File: config.mk
export PLATFORM = sky130hd
export DESIGN_NAME = gp_port
export DESIGN_NICKNAME = d
export VERILOG_FILES = /design/src/gp_pkg.sv /design/src/gp_edge.sv /design/src/gp_port.sv /design/src/gp_sync.sv
export SDC_FILE = /design/constraint.sdc
export NUM_CORES = 1
export LEC_CHECK = 0
export ABC_AREA = 1
export BUFFER_PORTS_ARGS = -buffer_cell sky130_fd_sc_hd__buf_2
export CELL_PAD_IN_SITES_DETAIL_PLACEMENT = 0
export CELL_PAD_IN_SITES_GLOBAL_PLACEMENT = 1
export CORE_MARGIN = 5
export CORE_UTILIZATION = 44
export DETAILED_ROUTE_END_ITERATION = 10
export PLACE_DENSITY = 0.93
export SYNTH_ARGS = -nofsm -noshare
export SYNTH_HDL_FRONTEND = slang
export SYNTH_SLANG_ARGS = --single-unit
File: constraint.sdc
create_clock -name I_SYS_CLK -period 2.8 [get_ports I_SYS_CLK]
set_input_delay 0.28 -clock I_SYS_CLK [delete_from_list [all_inputs] [get_ports I_SYS_CLK]]
set_output_delay 0.28 -clock I_SYS_CLK [all_outputs]
set_load 0.01 [all_outputs]
File: src/gp_pkg.sv
// Constants shared by the general purpose pin port and its testbench.
package gp_pkg;
   // ******************************************************************
   // Register indices; the byte address is four times the index.
   // ******************************************************************
   localparam logic [15:0] IDX_CTRL     = 16'hc006;
   localparam logic [15:0] IDX_OUT_LO   = 16'hc01e;
   localparam logic [15:0] IDX_IN_LO    = 16'hc020;
   localparam logic [15:0] IDX_DIR_LO   = 16'hc022;
   localparam logic [15:0] IDX_OUT_HI   = 16'hc024;
   localparam logic [15:0] IDX_IN_HI    = 16'hc026;
   localparam logic [15:0] IDX_DIR_HI   = 16'hc028;
   localparam logic [15:0] IDX_IRQ_STAT = 16'hc0f0;
   localparam logic [15:0] IDX_IRQ_MASK = 16'hc0f2;

   // ******************************************************************
   // Control register fields.
   // ******************************************************************
   localparam int          CTRL_INT0_EN  = 0;
   localparam int          CTRL_INT0_POL = 1;
   localparam int          CTRL_INT1_EN  = 2;
   localparam int          CTRL_INT1_POL = 3;
   localparam int          CTRL_MODE_LSB = 8;
   localparam int          CTRL_WP       = 15;
   localparam logic [15:0] CTRL_WMASK    = 16'hcfff;
   localparam logic [15:0] CTRL_WP_KEEP  = 16'hff00;
   localparam logic [2:0]  MODE_GPIO     = 3'h0;

   // ******************************************************************
   // Pin numbers and pin groups.
   // ******************************************************************
   localparam int          PIN_INT0      = 24;
   localparam int          PIN_INT1      = 25;
   localparam logic [31:0] MODE_PINS     = 32'h01f8ffff;

   // ******************************************************************
   // Values after reset.
   // ******************************************************************
   localparam logic [15:0] RST_HALF      = 16'h0000;
   localparam logic [1:0]  RST_IRQ       = 2'h0;
   localparam logic [31:0] RST_WORD      = 32'h00000000;
endpackage

File: src/gp_edge.sv
// Edge detector with a selectable polarity for one synchronised pin.
`timescale 1ns/1ns
`default_nettype none
module gp_edge (
   input  wire logic i_clk,
   input  wire logic i_rst_b,
   input  wire logic i_level,
   input  wire logic i_rise,
   output logic      o_pulse
);
   typedef struct packed {
      logic prev;
   } gp_edge_st_t;

   gp_edge_st_t st_q;
   gp_edge_st_t st_d;

   always_comb begin
      st_d      = st_q;
      st_d.prev = i_level;
   end

   always_ff @(posedge i_clk or negedge i_rst_b) begin
      if (!i_rst_b) begin
         st_q <= '0;
      end else begin
         st_q <= st_d;
      end
   end

   assign o_pulse = i_rise ? (i_level & ~st_q.prev) : (~i_level & st_q.prev);

   edge_pol_a: assert property (@(posedge i_clk) disable iff (!i_rst_b)
      o_pulse |-> (i_level == i_rise) && ($past(i_level) != i_rise))
      else $error("edge pulse does not match the selected polarity");
endmodule
`default_nettype wire

File: src/gp_port.sv
// Thirty-two pin general purpose port with an APB register slave.
//
// Summary of operation
// - Pin 24 edges set status only with the enable bit set; status reaches the output only with the mask bit set.
// - Low output word drives pins 15..0, high output word drives pins 31..16.
// - Reading an output word returns the last value written, not the pins.
// - Input words return sampled levels of pins 15..0 and 31..16.
// - Writes to the input words change nothing.
// - Direction bit one drives the pin from its output bit (shared pins only with pin function field 000); zero makes it input.
// - Direction words cover the two pin halves and clear to zero at reset.
// - Both output words clear to zero at reset.
// - Polarity bit picks rising (one) or falling (zero) edges for pin 24.
// - Pin function field 000 keeps pins 15..0 and 24..19 as plain pins.
`timescale 1ns/1ns
`default_nettype none
module gp_port #(
   parameter int ADDR_W = 18
) (
   input  wire logic              I_SYS_CLK,
   input  wire logic              I_RST_B,
   input  wire logic              I_PSEL,
   input  wire logic              I_PENABLE,
   input  wire logic              I_PWRITE,
   input  wire logic [ADDR_W-1:0] I_PADDR,
   input  wire logic [31:0]       I_PWDATA,
   input  wire logic [3:0]        I_PSTRB,
   output logic      [31:0]       O_PRDATA,
   output logic                   O_PREADY,
   output logic                   O_PSLVERR,
   input  wire logic [31:0]       I_PIN_IN,
   output logic      [31:0]       O_PIN_OUT,
   output logic      [31:0]       O_PIN_OE,
   output logic                   O_IRQ
);
   // ******************************************************************
   // State.
   // ******************************************************************
   typedef enum logic [3:0] {
      SEL_NONE,
      SEL_CTRL,
      SEL_OUT_LO,
      SEL_IN_LO,
      SEL_DIR_LO,
      SEL_OUT_HI,
      SEL_IN_HI,
      SEL_DIR_HI,
      SEL_STAT,
      SEL_MASK
   } gp_sel_t;

   typedef struct packed {
      logic [15:0] ctrl;
      logic [15:0] out_lo;
      logic [15:0] out_hi;
      logic [15:0] dir_lo;
      logic [15:0] dir_hi;
      logic [1:0]  stat;
      logic [1:0]  mask;
      logic [31:0] oe;
      logic        irq;
      logic        ready;
      logic        slverr;
      logic [31:0] rdata;
   } gp_port_st_t;

   gp_port_st_t st_q;
   gp_port_st_t st_d;
   logic [31:0] pin_sync;
   logic        edge0;
   logic        edge1;

   // ******************************************************************
   // Address decode.
   // ******************************************************************
   function automatic logic [ADDR_W-1:0] byte_addr(input logic [15:0] idx);
      byte_addr = ADDR_W'({idx, 2'b00});
   endfunction

   function automatic gp_sel_t decode(input logic [ADDR_W-1:0] a);
      if (a == byte_addr(gp_pkg::IDX_CTRL)) begin
         decode = SEL_CTRL;
      end else if (a == byte_addr(gp_pkg::IDX_OUT_LO)) begin
         decode = SEL_OUT_LO;
      end else if (a == byte_addr(gp_pkg::IDX_IN_LO)) begin
         decode = SEL_IN_LO;
      end else if (a == byte_addr(gp_pkg::IDX_DIR_LO)) begin
         decode = SEL_DIR_LO;
      end else if (a == byte_addr(gp_pkg::IDX_OUT_HI)) begin
         decode = SEL_OUT_HI;
      end else if (a == byte_addr(gp_pkg::IDX_IN_HI)) begin
         decode = SEL_IN_HI;
      end else if (a == byte_addr(gp_pkg::IDX_DIR_HI)) begin
         decode = SEL_DIR_HI;
      end else if (a == byte_addr(gp_pkg::IDX_IRQ_STAT)) begin
         decode = SEL_STAT;
      end else if (a == byte_addr(gp_pkg::IDX_IRQ_MASK)) begin
         decode = SEL_MASK;
      end else begin
         decode = SEL_NONE;
      end
   endfunction

   // ******************************************************************
   // Pin inputs.
   // ******************************************************************
   gp_sync #(
      .W       (32)
   ) u_sync (
      .i_clk   (I_SYS_CLK),
      .i_rst_b (I_RST_B),
      .i_async (I_PIN_IN),
      .o_sync  (pin_sync)
   );

   gp_edge u_edge0 (
      .i_clk   (I_SYS_CLK),
      .i_rst_b (I_RST_B),
      .i_level (pin_sync[gp_pkg::PIN_INT0]),
      .i_rise  (st_q.ctrl[gp_pkg::CTRL_INT0_POL]),
      .o_pulse (edge0)
   );

   gp_edge u_edge1 (
      .i_clk   (I_SYS_CLK),
      .i_rst_b (I_RST_B),
      .i_level (pin_sync[gp_pkg::PIN_INT1]),
      .i_rise  (st_q.ctrl[gp_pkg::CTRL_INT1_POL]),
      .o_pulse (edge1)
   );

   // ******************************************************************
   // Next state.
   // ******************************************************************
   // Only the two low byte lanes carry data; upper strobes are ignored.
   always_comb begin
      gp_sel_t     sel;
      logic        setup;
      logic        wr;
      logic [15:0] wd;
      logic [15:0] wm;
      logic [1:0]  ev;
      logic [1:0]  clr;
      sel   = decode(I_PADDR);
      setup = I_PSEL & ~I_PENABLE;
      wr    = I_PSEL & I_PENABLE & st_q.ready & I_PWRITE;
      wm    = {{8{I_PSTRB[1]}}, {8{I_PSTRB[0]}}};
      wd    = I_PWDATA[15:0];
      clr   = 2'h0;
      // A new event wins over a write-one clear in the same cycle.
      ev[0] = edge0 & st_q.ctrl[gp_pkg::CTRL_INT0_EN];
      ev[1] = edge1 & st_q.ctrl[gp_pkg::CTRL_INT1_EN];
      st_d  = st_q;
      st_d.ready  = setup;
      st_d.slverr = setup & (sel == SEL_NONE);
      if (wr) begin
         unique case (sel)
            SEL_CTRL: begin
               wm = wm & gp_pkg::CTRL_WMASK;
               if (st_q.ctrl[gp_pkg::CTRL_WP]) begin
                  wm = wm & ~gp_pkg::CTRL_WP_KEEP;
               end
               st_d.ctrl = (st_q.ctrl & ~wm) | (wd & wm);
            end
            SEL_OUT_LO: st_d.out_lo = (st_q.out_lo & ~wm) | (wd & wm);
            SEL_OUT_HI: st_d.out_hi = (st_q.out_hi & ~wm) | (wd & wm);
            SEL_DIR_LO: st_d.dir_lo = (st_q.dir_lo & ~wm) | (wd & wm);
            SEL_DIR_HI: st_d.dir_hi = (st_q.dir_hi & ~wm) | (wd & wm);
            SEL_STAT:   clr = wd[1:0] & wm[1:0];
            SEL_MASK:   st_d.mask = (st_q.mask & ~wm[1:0]) | (wd[1:0] & wm[1:0]);
            SEL_IN_LO, SEL_IN_HI, SEL_NONE: begin
               st_d.slverr = 1'b0;
            end
         endcase
      end
      st_d.stat = (st_q.stat & ~clr) | ev;
      st_d.irq  = |(st_d.stat & st_d.mask);
      // Non-plain pin modes hand the shared pins to other functions, so we release them.
      if (st_d.ctrl[gp_pkg::CTRL_MODE_LSB +: 3] == gp_pkg::MODE_GPIO) begin
         st_d.oe = {st_d.dir_hi, st_d.dir_lo};
      end else begin
         st_d.oe = {st_d.dir_hi, st_d.dir_lo} & ~gp_pkg::MODE_PINS;
      end
      st_d.rdata = gp_pkg::RST_WORD;
      if (setup & ~I_PWRITE) begin
         unique case (sel)
            SEL_CTRL:   st_d.rdata = {16'h0000, st_q.ctrl};
            SEL_OUT_LO: st_d.rdata = {16'h0000, st_q.out_lo};
            SEL_OUT_HI: st_d.rdata = {16'h0000, st_q.out_hi};
            SEL_IN_LO:  st_d.rdata = {16'h0000, pin_sync[15:0]};
            SEL_IN_HI:  st_d.rdata = {16'h0000, pin_sync[31:16]};
            SEL_DIR_LO: st_d.rdata = {16'h0000, st_q.dir_lo};
            SEL_DIR_HI: st_d.rdata = {16'h0000, st_q.dir_hi};
            SEL_STAT:   st_d.rdata = {30'h00000000, st_q.stat};
            SEL_MASK:   st_d.rdata = {30'h00000000, st_q.mask};
            SEL_NONE:   st_d.rdata = gp_pkg::RST_WORD;
         endcase
      end
   end

   // ******************************************************************
   // Registers.
   // ******************************************************************
   always_ff @(posedge I_SYS_CLK or negedge I_RST_B) begin
      if (!I_RST_B) begin
         st_q        <= '0;
         st_q.out_lo <= gp_pkg::RST_HALF;
         st_q.out_hi <= gp_pkg::RST_HALF;
         st_q.dir_lo <= gp_pkg::RST_HALF;
         st_q.dir_hi <= gp_pkg::RST_HALF;
         st_q.stat   <= gp_pkg::RST_IRQ;
         st_q.mask   <= gp_pkg::RST_IRQ;
      end else begin
         st_q <= st_d;
      end
   end

   assign O_PRDATA  = st_q.rdata;
   assign O_PREADY  = st_q.ready;
   assign O_PSLVERR = st_q.slverr;
   assign O_PIN_OUT = {st_q.out_hi, st_q.out_lo};
   assign O_PIN_OE  = st_q.oe;
   assign O_IRQ     = st_q.irq;

   // ******************************************************************
   // Checks.
   // ******************************************************************
   irq_gate_a: assert property (@(posedge I_SYS_CLK) disable iff (!I_RST_B)
      O_IRQ == |(st_q.stat & st_q.mask))
      else $error("interrupt output does not follow masked status");

   int0_set_a: assert property (@(posedge I_SYS_CLK) disable iff (!I_RST_B)
      (edge0 && st_q.ctrl[gp_pkg::CTRL_INT0_EN]) |=> st_q.stat[0])
      else $error("enabled pin 24 edge did not set its status bit");

   int0_off_a: assert property (@(posedge I_SYS_CLK) disable iff (!I_RST_B)
      (!st_q.stat[0] && !st_q.ctrl[gp_pkg::CTRL_INT0_EN]) |=> !st_q.stat[0])
      else $error("disabled pin 24 interrupt set its status bit");

   pin_drive_a: assert property (@(posedge I_SYS_CLK) disable iff (!I_RST_B)
      (I_PSEL && I_PENABLE && O_PREADY && I_PWRITE && decode(I_PADDR) == SEL_OUT_LO && I_PSTRB[1:0] == 2'h3)
      |=> O_PIN_OUT[15:0] == $past(I_PWDATA[15:0]))
      else $error("pin outputs differ from written output word");

   dir_oe_a: assert property (@(posedge I_SYS_CLK) disable iff (!I_RST_B)
      (st_q.ctrl[gp_pkg::CTRL_MODE_LSB +: 3] == gp_pkg::MODE_GPIO)
      |-> O_PIN_OE == {st_q.dir_hi, st_q.dir_lo})
      else $error("pin enables differ from direction words");

   mode_release_a: assert property (@(posedge I_SYS_CLK) disable iff (!I_RST_B)
      (st_q.ctrl[gp_pkg::CTRL_MODE_LSB +: 3] != gp_pkg::MODE_GPIO)
      |-> (O_PIN_OE & gp_pkg::MODE_PINS) == 32'h00000000)
      else $error("shared pins driven outside plain pin mode");

   out_read_a: assert property (@(posedge I_SYS_CLK) disable iff (!I_RST_B)
      (I_PSEL && I_PENABLE && O_PREADY && !I_PWRITE && decode(I_PADDR) == SEL_OUT_LO
       && $stable(st_q.out_lo)) |-> O_PRDATA == {16'h0000, st_q.out_lo})
      else $error("output word read back wrong value");

   in_read_a: assert property (@(posedge I_SYS_CLK) disable iff (!I_RST_B)
      (I_PSEL && I_PENABLE && O_PREADY && !I_PWRITE && decode(I_PADDR) == SEL_IN_HI)
      |-> O_PRDATA == {16'h0000, $past(pin_sync[31:16])})
      else $error("input word read back wrong value");

   in_ro_a: assert property (@(posedge I_SYS_CLK) disable iff (!I_RST_B)
      (I_PSEL && I_PENABLE && O_PREADY && I_PWRITE && decode(I_PADDR) == SEL_IN_LO)
      |=> $stable({st_q.ctrl, st_q.out_lo, st_q.out_hi, st_q.dir_lo, st_q.dir_hi, st_q.mask}))
      else $error("write to input word changed a register");

   apb_ready_a: assert property (@(posedge I_SYS_CLK) disable iff (!I_RST_B)
      (I_PSEL && !I_PENABLE) |=> O_PREADY ##1 !O_PREADY || (I_PSEL && !I_PENABLE))
      else $error("ready did not follow the setup cycle");
endmodule
`default_nettype wire

File: src/gp_sync.sv
// Two-stage synchroniser for a bus of pin inputs.
`timescale 1ns/1ns
`default_nettype none
module gp_sync #(
   parameter int W = 32
) (
   input  wire logic         i_clk,
   input  wire logic         i_rst_b,
   input  wire logic [W-1:0] i_async,
   output logic      [W-1:0] o_sync
);
   typedef struct packed {
      logic [W-1:0] meta;
      logic [W-1:0] sync;
   } gp_sync_st_t;

   gp_sync_st_t st_q;
   gp_sync_st_t st_d;

   // The first stage feeds the second stage only, to keep metastability contained.
   always_comb begin
      st_d      = st_q;
      st_d.meta = i_async;
      st_d.sync = st_q.meta;
   end

   always_ff @(posedge i_clk or negedge i_rst_b) begin
      if (!i_rst_b) begin
         st_q <= '0;
      end else begin
         st_q <= st_d;
      end
   end

   assign o_sync = st_q.sync;

   two_stage_a: assert property (@(posedge i_clk) disable iff (!i_rst_b)
      $past(i_rst_b) |-> ##2 o_sync == $past(i_async, 2))
      else $error("synchroniser output is not the input two cycles late");
endmodule
`default_nettype wire

## After elaboration in Yosys (flattened, before gate mapping)

Index checks and enable logic that the tools add are counted.

- Register bits: 217
- Input port bits: 91

- Equality and inequality tests: 18
- Mux-type cells: 29
- Bitwise logic cells: 40
- Reduce and logical (&&, ||, !) cells: 7

Operators with widths:

| kind | number |
|---|---|
| 32-bit case mux with 10 select lines | 1 |
| 18-bit == test, second input constant | 9 |
| 16-bit bitwise AND | 7 |
| 16-bit two-way mux | 7 |
| 16-bit OR | 5 |
| 75-bit two-way mux | 1 |
| 4-bit two-way mux | 9 |
| 32-bit two-way mux | 1 |
| 16-bit NOT | 2 |
| 25-bit two-way mux | 1 |
| 4-bit by 3-bit == test with 1-bit output, second input constant | 4 |
| 1-bit bitwise AND | 12 |
| 11-bit two-way mux | 1 |
| 2-bit bitwise AND | 4 |
| 4-bit by 2-bit == test with 1-bit output, second input constant | 2 |
| 4-bit == test, second input constant | 2 |
| 2-bit two-way mux | 4 |
| 1-bit NOT | 6 |
| 2-bit AND reduction | 3 |
| 4-bit by 1-bit == test with 1-bit output, second input constant | 1 |
| 4-bit zero test | 1 |
| 1-bit two-way mux | 4 |
| 2-bit NOT | 2 |
| 2-bit OR | 2 |
| other kinds (3) | 3 |

## Depth between registers and ports, before layout

Gate-level depths: netlist of run 1.

- Depth after elaboration: 20
- Gate-level depth with buffers: 14

## By module

From an unflattened synthesis of run 1, not the netlist that was laid out.

- Cells, all modules: 789
- Area, all modules: 7,937.6 um2

By module, submodules not included:

| module | instances | cells each | area each (um2) |
|---|---|---|---|
| gp_port | 1 | 711 | 6,236.0 |
| gp_sync | 1 | 64 | 1,601.5 |
| gp_edge | 2 | 7 | 50.0 |

## Least setup slack after synthesis of run 1

No wires, ideal clock.

- Kind: register to register
- Start point: register st_q, in the netlist O_PREADY
- End point: register st_q, in the netlist O_IRQ
- Library setup time: 121 ps
- Data arrival time: 1,488 ps
- Data required time: 2,679 ps
- Slack: 1,191 ps
- Cell stages (with the launch flop): 9
- Path buffers: 0
- Cells stage by stage: dfrtp_1 -> nand4_4 -> inv_1 -> nand2_2 -> inv_2 -> nand2_1 -> o21ai_0 -> nand2_1 -> a22o_1

RTL lines:

| item | line | RTL |
|---|---|---|
| from (decl) | gp_port.sv:66 | `gp_port_st_t st_q;` |
| from (signal assigned) | gp_port.sv:213 | `st_q <= st_d;` |

==> impl_metrics.toml, run 1 <==
[clocking]
htree_levels = 4
cts_buffer_depth = 2
cts_root_buffer = "clkbuf_16"
cts-buffers-inserted = 17
clock_latency_ns = 0.43
cts_tree = "built"
clock_sinks = 189
path_clk_slew_ns = 0.07

[power]
power_density_nw_per_um2 = 578
leakage_nw = 4.80
ir_drop_v = 0.000522

[sta]
fin_setup_tns_ns = 0
timing.fmax_ghz = 0.471
worst_slew_pin_slew_ns = 0.800
grt_setup_unrepaired = "false"
finalMaxSlewViolations = 0
period_needed_ns = 2.12
fin_crit_sh_pct = 75.9
fin_skew_ns = 0.00767
hold_violations = 0
relSlewSlack_pct = 46.4
finalSetupViolCount = 0

[critical_path]
reg2reg_from = "O_PREADY"
regToRegSetupSlack_ns = 0.68
critPathCaptureType = "flop"
endpoint = "O_PIN_OE[24]"
r2r_end = "O_PIN_OE[24]"
r2r_cells = 9
cp_data_arrival_time_ns = 2.49
crit_required_ns = 3.17
startpoint_type = "flop"
crit_type = "flop to flop"
crit_path_start = "O_PREADY"
worstPathMaxFanout = 13

[yosys]
synth_edf_count = 0
synth_cell_types = 44
ys.flop_type = "dfrtp_1"
synth-seq-area-share_pct = 58.7
yosys.area.top_type = "dfrtp_1"
syn-cell-area_sq_um = 8060
syn_inst = 778
ys_seq_elements = 189
synth_top_area_share_pct = 58.7
synthTopCellsByArea = "dfrtp_1 59%, buf_4 9.5%, nand2_1 7.1%"
yosys_warnings = 0
async_reset_ff_share_pct = 100
syn_area_per_cell_sq_um = 10.4

[global_routing]
grt_pass1_wl_microns = 33200
grt_pass1_vias = 5940
grt-ovfl-total = 0
grt.total_usage_pct = 20.1
antenna_found_initial = 1
grt_max_degree = 75

[detailed_routing]
viasPerCell = 5.15
drc = 0
drt_iter0_markers = 521
ant_nets = 0
wl_microns = 21100
first_pass_iters = 7
post_drt_wl_per_cell_microns = 18.5
vias = 5863

[place]
gp_congestion = 0.886
dp_hpwl_microns = 14700
dp.cells = 1075
port_buffers = 155

[finish]
antenna_cells = 0
syn_to_final_growth_pct = 16.3
final_cells = 1139
final_cell_mix = "189 x dfrtp_1, 154 x buf_2, 153 x nand2_1, 52 x o21ai_0, 47 x inv_1"
drive_gt1_share_pct = 28.2
final_common_cell = "dfrtp_1"
fin_nets = 989

[floorplanning]
die_height_microns = 145
die_area_sq_um = 21100
num_io_pins = 190
start_util_pct = 44.7
placementRows = 49
die_w_microns = 145
core_area_sq_um = 18000

[status]
outcome = "finished clean"

[min_path]
whs_path_depth = 2
hold_path_class = "input pin to flop"

[job]
maxCapViolCount = 0
cells in the mapped netlist, types with 2 or more instances:
library cell and n:
a211oi_1 2, a21oi_1 26, a21oi_2 12, a22oi_1 12, a32oi_1 11, a41oi_1 13, buf_2 4, buf_4 102
buf_6 5, clkbuf_1 5, clkinv_2 2, dfrtp_1 189, inv_1 47, inv_2 9, mux2_2 2, nand2_1 153
nand2_2 7, nand2_4 3, nand3_1 12, nand3_4 2, nand3b_1 2, nand4_1 11, nor2_1 40, nor2_2 6
nor2_4 5, nor2_8 3, nor3_1 3, nor3_2 2, nor4_1 3, o2111ai_1 3, o21a_1 2, o21ai_0 52
o21ai_1 15, o41ai_1 2, or2_1 2
report_power, final:
part	internal (mW)	switching (mW)	leakage [nW]	total, mW
registers	2.78	0.0157	2.47	2.79
clock network	1.34	1.05	0.268	2.39
logic	0.0874	0.143	2.06	0.231
total	4.21	1.21	4.80	5.42
stage by stage:
step                      instance area (sq um)  hold slack, ns  utilization [%]  total power, mW  setup slack, ns
after floorplan                            8110         -0.0156                -             2.91             1.19
after global placement                     8460           0.293             46.9             3.04            0.626
final                                      9370          0.0801             52.0             5.42            0.675
after detailed placement                   8460           0.295             46.9             3.04            0.600
after global routing                       9370          0.0853             52.0             5.61            0.570
after CTS                                  9370          0.0726             52.0             5.45            0.686
worst min path at each step:
stage / start / end / slack, ns
2_1_floorplan: I_RST_B / O_IRQ / -0.02
3_3_place_gp: I_RST_B / u_sync.st_d[29] / 0.29
3_5_place_dp: I_RST_B / async pin / 0.29
4_1_cts: I_PENABLE / O_PREADY / 0.07
5_1_grt: I_PENABLE / O_PREADY / 0.09
6_report: I_PENABLE / O_PREADY / 0.08
final cells by class:
type                            count  area [sq um]
Tap cell                          229           287
Sequential cell                   189          4730
Timing Repair Buffer              203          1250
Inverter                           58           220
Clock buffer                       19           443
Clock inverter                     12           138
Multi-Input combinational cell    429          2300
Fill cell                        1640          8650
metal layers:
| metal | routed length (microns) | part of all wire, % | global-route usage [%] | up-vias |
|---|---|---|---|---|
| met5 | 7 | 0.033 | 0 | - |
| met4 | 391 | 1.9 | 4.90 | 2 |
| met3 | 1660 | 7.9 | 5.33 | 38 |
| met2 | 10700 | 51 | 34.3 | 277 |
| met1 | 8370 | 40 | 25.6 | 2843 |
| li1 | - | - | - | 2703 |
worst max-delay path, stage by stage, from the launching register on:
cell,delay [ns]
dfrtp_1,0.39
nand4_4,0.20
nor2_4,0.18
nand2_2,0.11
nor2_8,0.15
nand2_1,0.06
o21ai_1,0.13
nand3_2,0.35
buf_12,0.28
and2b_1,0.20
logic make-up (layout without fill, tap and decap cells):
group	Yosys count	count (layout)	share of synthesized area, %
AO/OA/AOI/OAI	153	153	12.0
AND/OR/NAND/NOR	258	258	15.5
multiplexers	2	2	0.280
other	1	16	0.0466
flip-flops	189	189	58.7
buffers and inverters	175	292	13.5
repair_timing:
| item | CTS | global route |
|---|---|---|
| setup buffers | 0 | 0 |
| hold buffers | 33 | 0 |
| resized for setup | 0 | 0 |
| hold endpoints to repair | 91 | 0 |
No activity file was read; power rests on OpenSTA's default activity.
==> run 2, diff against run 1 <==
--- a/config.mk
+++ b/config.mk
@@ -10,9 +10,9 @@
 export CELL_PAD_IN_SITES_DETAIL_PLACEMENT = 0
 export CELL_PAD_IN_SITES_GLOBAL_PLACEMENT = 1
 export CORE_MARGIN = 5
-export CORE_UTILIZATION = 44
+export CORE_UTILIZATION = 41
 export DETAILED_ROUTE_END_ITERATION = 10
-export PLACE_DENSITY = 0.93
+export PLACE_DENSITY = 0.88
 export SYNTH_ARGS = -nofsm -noshare
 export SYNTH_HDL_FRONTEND = slang
 export SYNTH_SLANG_ARGS = --single-unit
==> constraint.sdc (replaced) <==
create_clock -name I_SYS_CLK -period 2.08 [get_ports I_SYS_CLK]
set_input_delay 0.208 -clock I_SYS_CLK [delete_from_list [all_inputs] [get_ports I_SYS_CLK]]
set_output_delay 0.208 -clock I_SYS_CLK [all_outputs]
set_load 0.01 [all_outputs]
==> impl_metrics.toml, run 2 (same netlist as run 1, synthesis figures left out) <==
[global_routing]
antenna_found_initial = 0
grt_pass1_wl_microns = 32100
grt_max_degree = 70
grt.total_usage_pct = 19.1
grt_pass1_vias = 5880
grt-ovfl-total = 0

[clocking]
clock_latency_ns = 0.44
cts_buffer_depth = 2
clock_sinks = 189
path_clk_slew_ns = 0.07
cts_root_buffer = "clkbuf_16"
cts-buffers-inserted = 17
htree_levels = 4
cts_tree = "built"
ctsResizeCount = 0

[sta]
finalSetupViolCount = 0
fin_crit_sh_pct = 90.5
hold_violations = 0
worst_slew_pin_slew_ns = 0.616
fin_setup_tns_ns = 0
setup_ws_ns = 0.197
grt_setup_unrepaired = "false"
timing.fmax_ghz = 0.531
finalMaxSlewViolations = 0
period_needed_ns = 1.88
relSlewSlack_pct = 58.8
fin_skew_ns = 0.0108

[floorplanning]
num_io_pins = 190
die_w_microns = 150
placementRows = 51
start_util_pct = 41.5
die_area_sq_um = 22500
die_height_microns = 150
core_area_sq_um = 19400

[job]
maxCapViolCount = 0

[critical_path]
worstPathMaxFanout = 7
startpoint_type = "input pin"
crit_type = "input pin to flop"
cpPeakStageDelay_ns = 0.53
crit_slowest_cell = "dlygate4sd3_1"
crit_required_ns = 2.45
critPathCaptureType = "flop"
cp_data_arrival_time_ns = 2.25
path_cells = "dlygate4sd3_1 > buf_2 > nand4_4 > nor2_4 > nand2_2 > nor2_8 > nand2_1 > o21ai_1 > nand3_2 > buf_4 > nor2_1"

[place]
port_buffers = 155
dp.cells = 1130
gp_congestion = 0.897
placed_area_sq_um = 8670
preCtsSetupSlack_ns = 0.110
dp_hpwl_microns = 15100

[finish]
nFillCells = 1835
final_common_cell = "dfrtp_1"
fin_nets = 1010
final_cell_mix = "189 x dfrtp_1, 154 x buf_2, 153 x nand2_1, 52 x o21ai_0, 47 x inv_1"
final_cells = 1197
antenna_cells = 0
syn_to_final_growth_pct = 18.8
final_area_sq_um = 9570
drive_gt1_share_pct = 29.7

[power]
total_power_mw = 7.12
ir_drop_v = 0.000649
power_density_nw_per_um2 = 744
leakage_nw = 4.90

[detailed_routing]
viasPerCell = 4.85
drc = 0
top_layer = "met4"
met3_length_microns = 1410
post_drt_wl_per_cell_microns = 17.5
ant_nets = 0
dr_wl_met2_microns = 10300
wl_microns = 21000
first_pass_iters = 5
wl_met1_microns = 8690
vias = 5809
drt_iter0_markers = 532

[min_path]
hold_path_class = "input pin to flop"

[status]
outcome = "finished clean"
-- run 2: changes by cell type in the layout (fill, tap and decap cells not counted), sizes merged --
cell	previous run	this run
bufinv	2	0
clkinv	4	8
buf	169	189
clkinvlp	5	4
dlygate4sd3	33	34
-- run 2: worst paths after layout --
check,end,cells past startpoint,startpoint,slack (ns)
worst max-delay path,O_PIN_OE[22],11,I_PENABLE,0.20
worst min-delay path,st_q[98],3,I_PWDATA[11],0.02
worst max register to register,O_PIN_OE[22],9,O_PREADY,0.23
worst min register to register,u_sync.o_sync[10],0,u_sync.st_d[10],0.35
max in group asynchronous,u_sync.o_sync[20],3,I_RST_B,1.12
min in group asynchronous,async pin,2,I_RST_B,0.32
-- run 2: critical path: cells and delay by family --
kind / cells / cell delay (ns)
and+or+nand+nor: 7 / 0.99
buffers and inverters: 3 / 0.92
AOI/OAI and AO/OA: 1 / 0.13
-- run 2: report_power, final --
group | total (mW) | switching [mW] | leakage (nW) | internal [mW]
sequential | 3.76 | 0.0215 | 2.47 | 3.74
combinational | 0.325 | 0.195 | 2.18 | 0.129
clock | 3.03 | 1.48 | 0.256 | 1.56
-- run 2: through the flow --
step | util, % | hold WS, ns
final | 49.3 | 0.0190
after global routing | 49.3 | 0.0291
after CTS | 49.3 | 0.00722
after detailed placement | 44.7 | 0.255
after global placement | 44.7 | 0.255
after floorplan | - | -0.0876
-- run 2: metal layers --
layer | vias to the layer above | track usage, %
met3 | 34 | 4.76
met5 | - | 0
met1 | 2810 | 24.4
li1 | 2747 | -
met4 | 0 | 7.04
met2 | 218 | 31.8
-- run 2: what timing repair did --
action                                  4_1_cts  5_1_grt
endpoints found under the setup margin        0        1
endpoints found under the hold margin        97        0
setup buffers                                 0        1
hold buffers                                 34        0
-- run 2: area by class of cell --
cell class	count	area, sq um	area share (%)
Inverter	58	220	2.30
Sequential cell	189	4730	49.4
Clock buffer	19	433	4.52
Timing Repair Buffer	224	1440	15.0
Clock inverter	13	114	1.19
Multi-Input combinational cell	429	2300	24.1
Tap cell	265	332	3.47
==> run 3, diff against run 2 <==
==> constraint.sdc (replaced) <==
create_clock -name I_SYS_CLK -period 2.03 [get_ports I_SYS_CLK]
set_input_delay 0.203 -clock I_SYS_CLK [delete_from_list [all_inputs] [get_ports I_SYS_CLK]]
set_output_delay 0.203 -clock I_SYS_CLK [all_outputs]
set_load 0.01 [all_outputs]
==> impl_metrics.toml, run 3 (same netlist as run 1, synthesis figures left out) <==
[critical_path]
worstPathMaxFanout = 9
cp_data_arrival_time_ns = 2.22
cpPeakStageDelay_ns = 0.54
cp.depth = 13
crit_buf_inv = 7
crit_required_ns = 2.36
crit_slowest_cell = "dlygate4sd3_1"
critPathCaptureType = "flop"
path_cells = "dlygate4sd3_1 > buf_2 > nand4_4 > buf_4 > inv_1 > nand2_2 > inv_2 > nand2_4 > clkinv_2 > or2_1 > o21a_1 > inv_1 > nor2_1"
startpoint_type = "input pin"
r2r_cells = 11
crit_type = "input pin to flop"
crit_top_cell = "inv_1"
crit_family = "buffers and inverters"

[sta]
period_needed_ns = 1.89
hold_ws_ns = 0.0175
hold_violations = 0
worst_slew_pin_slew_ns = 0.505
relSlewSlack_pct = 66.3
grt_setup_unrepaired = "false"
finalMaxSlewViolations = 0
finalSetupViolCount = 0
setup_ws_ns = 0.141
fin_skew_ns = 0.00936
timing.fmax_ghz = 0.529
fin_crit_sh_pct = 93.1
fin_setup_tns_ns = 0

[power]
seqPwrFrac_pct = 50.8
ir_drop_v = 0.000583
total_power_mw = 7.58
p_int_mw = 5.90
swShare_pct = 22.1
p_clk_share_pct = 44.7
combPwrFrac_pct = 4.4
leakage_nw = 4.97
power.switching_mw = 1.68
power_density_nw_per_um2 = 781

[clocking]
cts-buffers-inserted = 17
cts_root_buffer = "clkbuf_16"
cts_tree = "built"
clock_latency_ns = 0.44
htree_levels = 4
cts_buffer_depth = 2
path_clk_slew_ns = 0.07
clock_sinks = 189

[finish]
nFillCells = 1794
final_common_cell = "dfrtp_1"
fin_nets = 1018
antenna_cells = 0
final_cell_mix = "189 x dfrtp_1, 154 x buf_2, 153 x nand2_1, 52 x o21ai_0, 47 x inv_1"
syn_to_final_growth_pct = 20.5
drive_gt1_share_pct = 30.4

[floorplanning]
die_w_microns = 150
num_io_pins = 190
die_height_microns = 150
placementRows = 51
start_util_pct = 41.5
core_area_sq_um = 19400
die_area_sq_um = 22500

[place]
port_buffers = 155
dp_hpwl_microns = 15100
preCtsSetupSlack_ns = 0.0419
gp_congestion = 0.866

[global_routing]
grt.total_usage_pct = 19.2
antenna_found_initial = 1
grt_pass1_vias = 5970
grt_pass1_wl_microns = 32400
grt-ovfl-total = 0
grt_max_degree = 59

[detailed_routing]
post_drt_wl_per_cell_microns = 17.4
drc = 0
wl_microns = 21000
ant_nets = 0
vias = 5863
drt_iter0_markers = 490
first_pass_iters = 5
viasPerCell = 4.87

[min_path]
whs_path_depth = 3
hold_path_class = "input pin to flop"

[job]
maxCapViolCount = 0

[status]
outcome = "finished clean"
[run 3: cell types whose count changed in the layout (fill, tap and decap cells not counted), sizes merged]
cell	before	now
buf	189	197
bufinv	0	3
clkinv	8	5
clkbuf	20	19
clkinvlp	4	5
inv	59	58
[run 3: worst paths after layout]
kind / startpoint / endpoint / slack (ns)
max in group asynchronous: I_RST_B / O_PRDATA[4] / 1.12
hold reg to reg: u_sync.st_d[19] / u_sync.o_sync[19] / 0.34
min in group asynchronous: I_RST_B / u_sync.st_d[29] / 0.29
setup / recovery: I_PENABLE / O_PIN_OE[7] / 0.14
hold / removal: I_PWDATA[6] / st_q[93] / 0.02
setup reg to reg: O_PREADY / O_PIN_OE[7] / 0.15
[run 3: final cells by class]
cell class	instances	area, sq um	share of cell area (%)
Tap cell	265	332	3.41
Sequential cell	189	4730	48.7
Clock buffer	18	429	4.42
Timing Repair Buffer	232	1520	15.7
Clock inverter	13	166	1.71
Multi-Input combinational cell	429	2310	23.8
Inverter	58	220	2.27
[run 3: metal layers]
metal  track usage (%)  share of wire, %
met5                 0             0.062
met3              4.79               7.0
met4              6.18               2.2
met2              32.2                50
met1              24.5                41
[run 3: power by group through the flow]
stage | clock, mW | sequential (mW) | combinational (mW)
after floorplan | 0 | 3.92 | 0.0993
final | 3.39 | 3.86 | 0.334
after CTS | 3.45 | 3.86 | 0.339
after detailed placement | 0 | 3.93 | 0.286
after global placement | 0 | 3.93 | 0.283
after global routing | 3.61 | 3.86 | 0.377
[run 3: timing repair]
item / 4_1_cts / 5_1_grt
setup endpoints to repair: 0 / 17
endpoints found under the hold margin: 86 / 0
hold buffers: 34 / 0
setup buffers: 0 / 3
resized for setup: 0 / 1
[run 3: stage by stage]
| stage | instance area, sq um | cells | utilization (%) |
|---|---|---|---|
| floorplan | 8110 | 793 | - |
| global placement | 8740 | 1136 | 45.1 |
| detailed placement | 8740 | 1136 | 45.1 |
| CTS | 9680 | 1201 | 49.9 |
| global route | 9710 | 1204 | 50.1 |
| finish | 9710 | 1204 | 50.1 |
[run 3: worst min-delay path, delay by kind of cell]
family | cells | cell delay [ns]
AND/OR/NAND/NOR | 2 | 0.13
buffers and inverters | 1 | 0.08
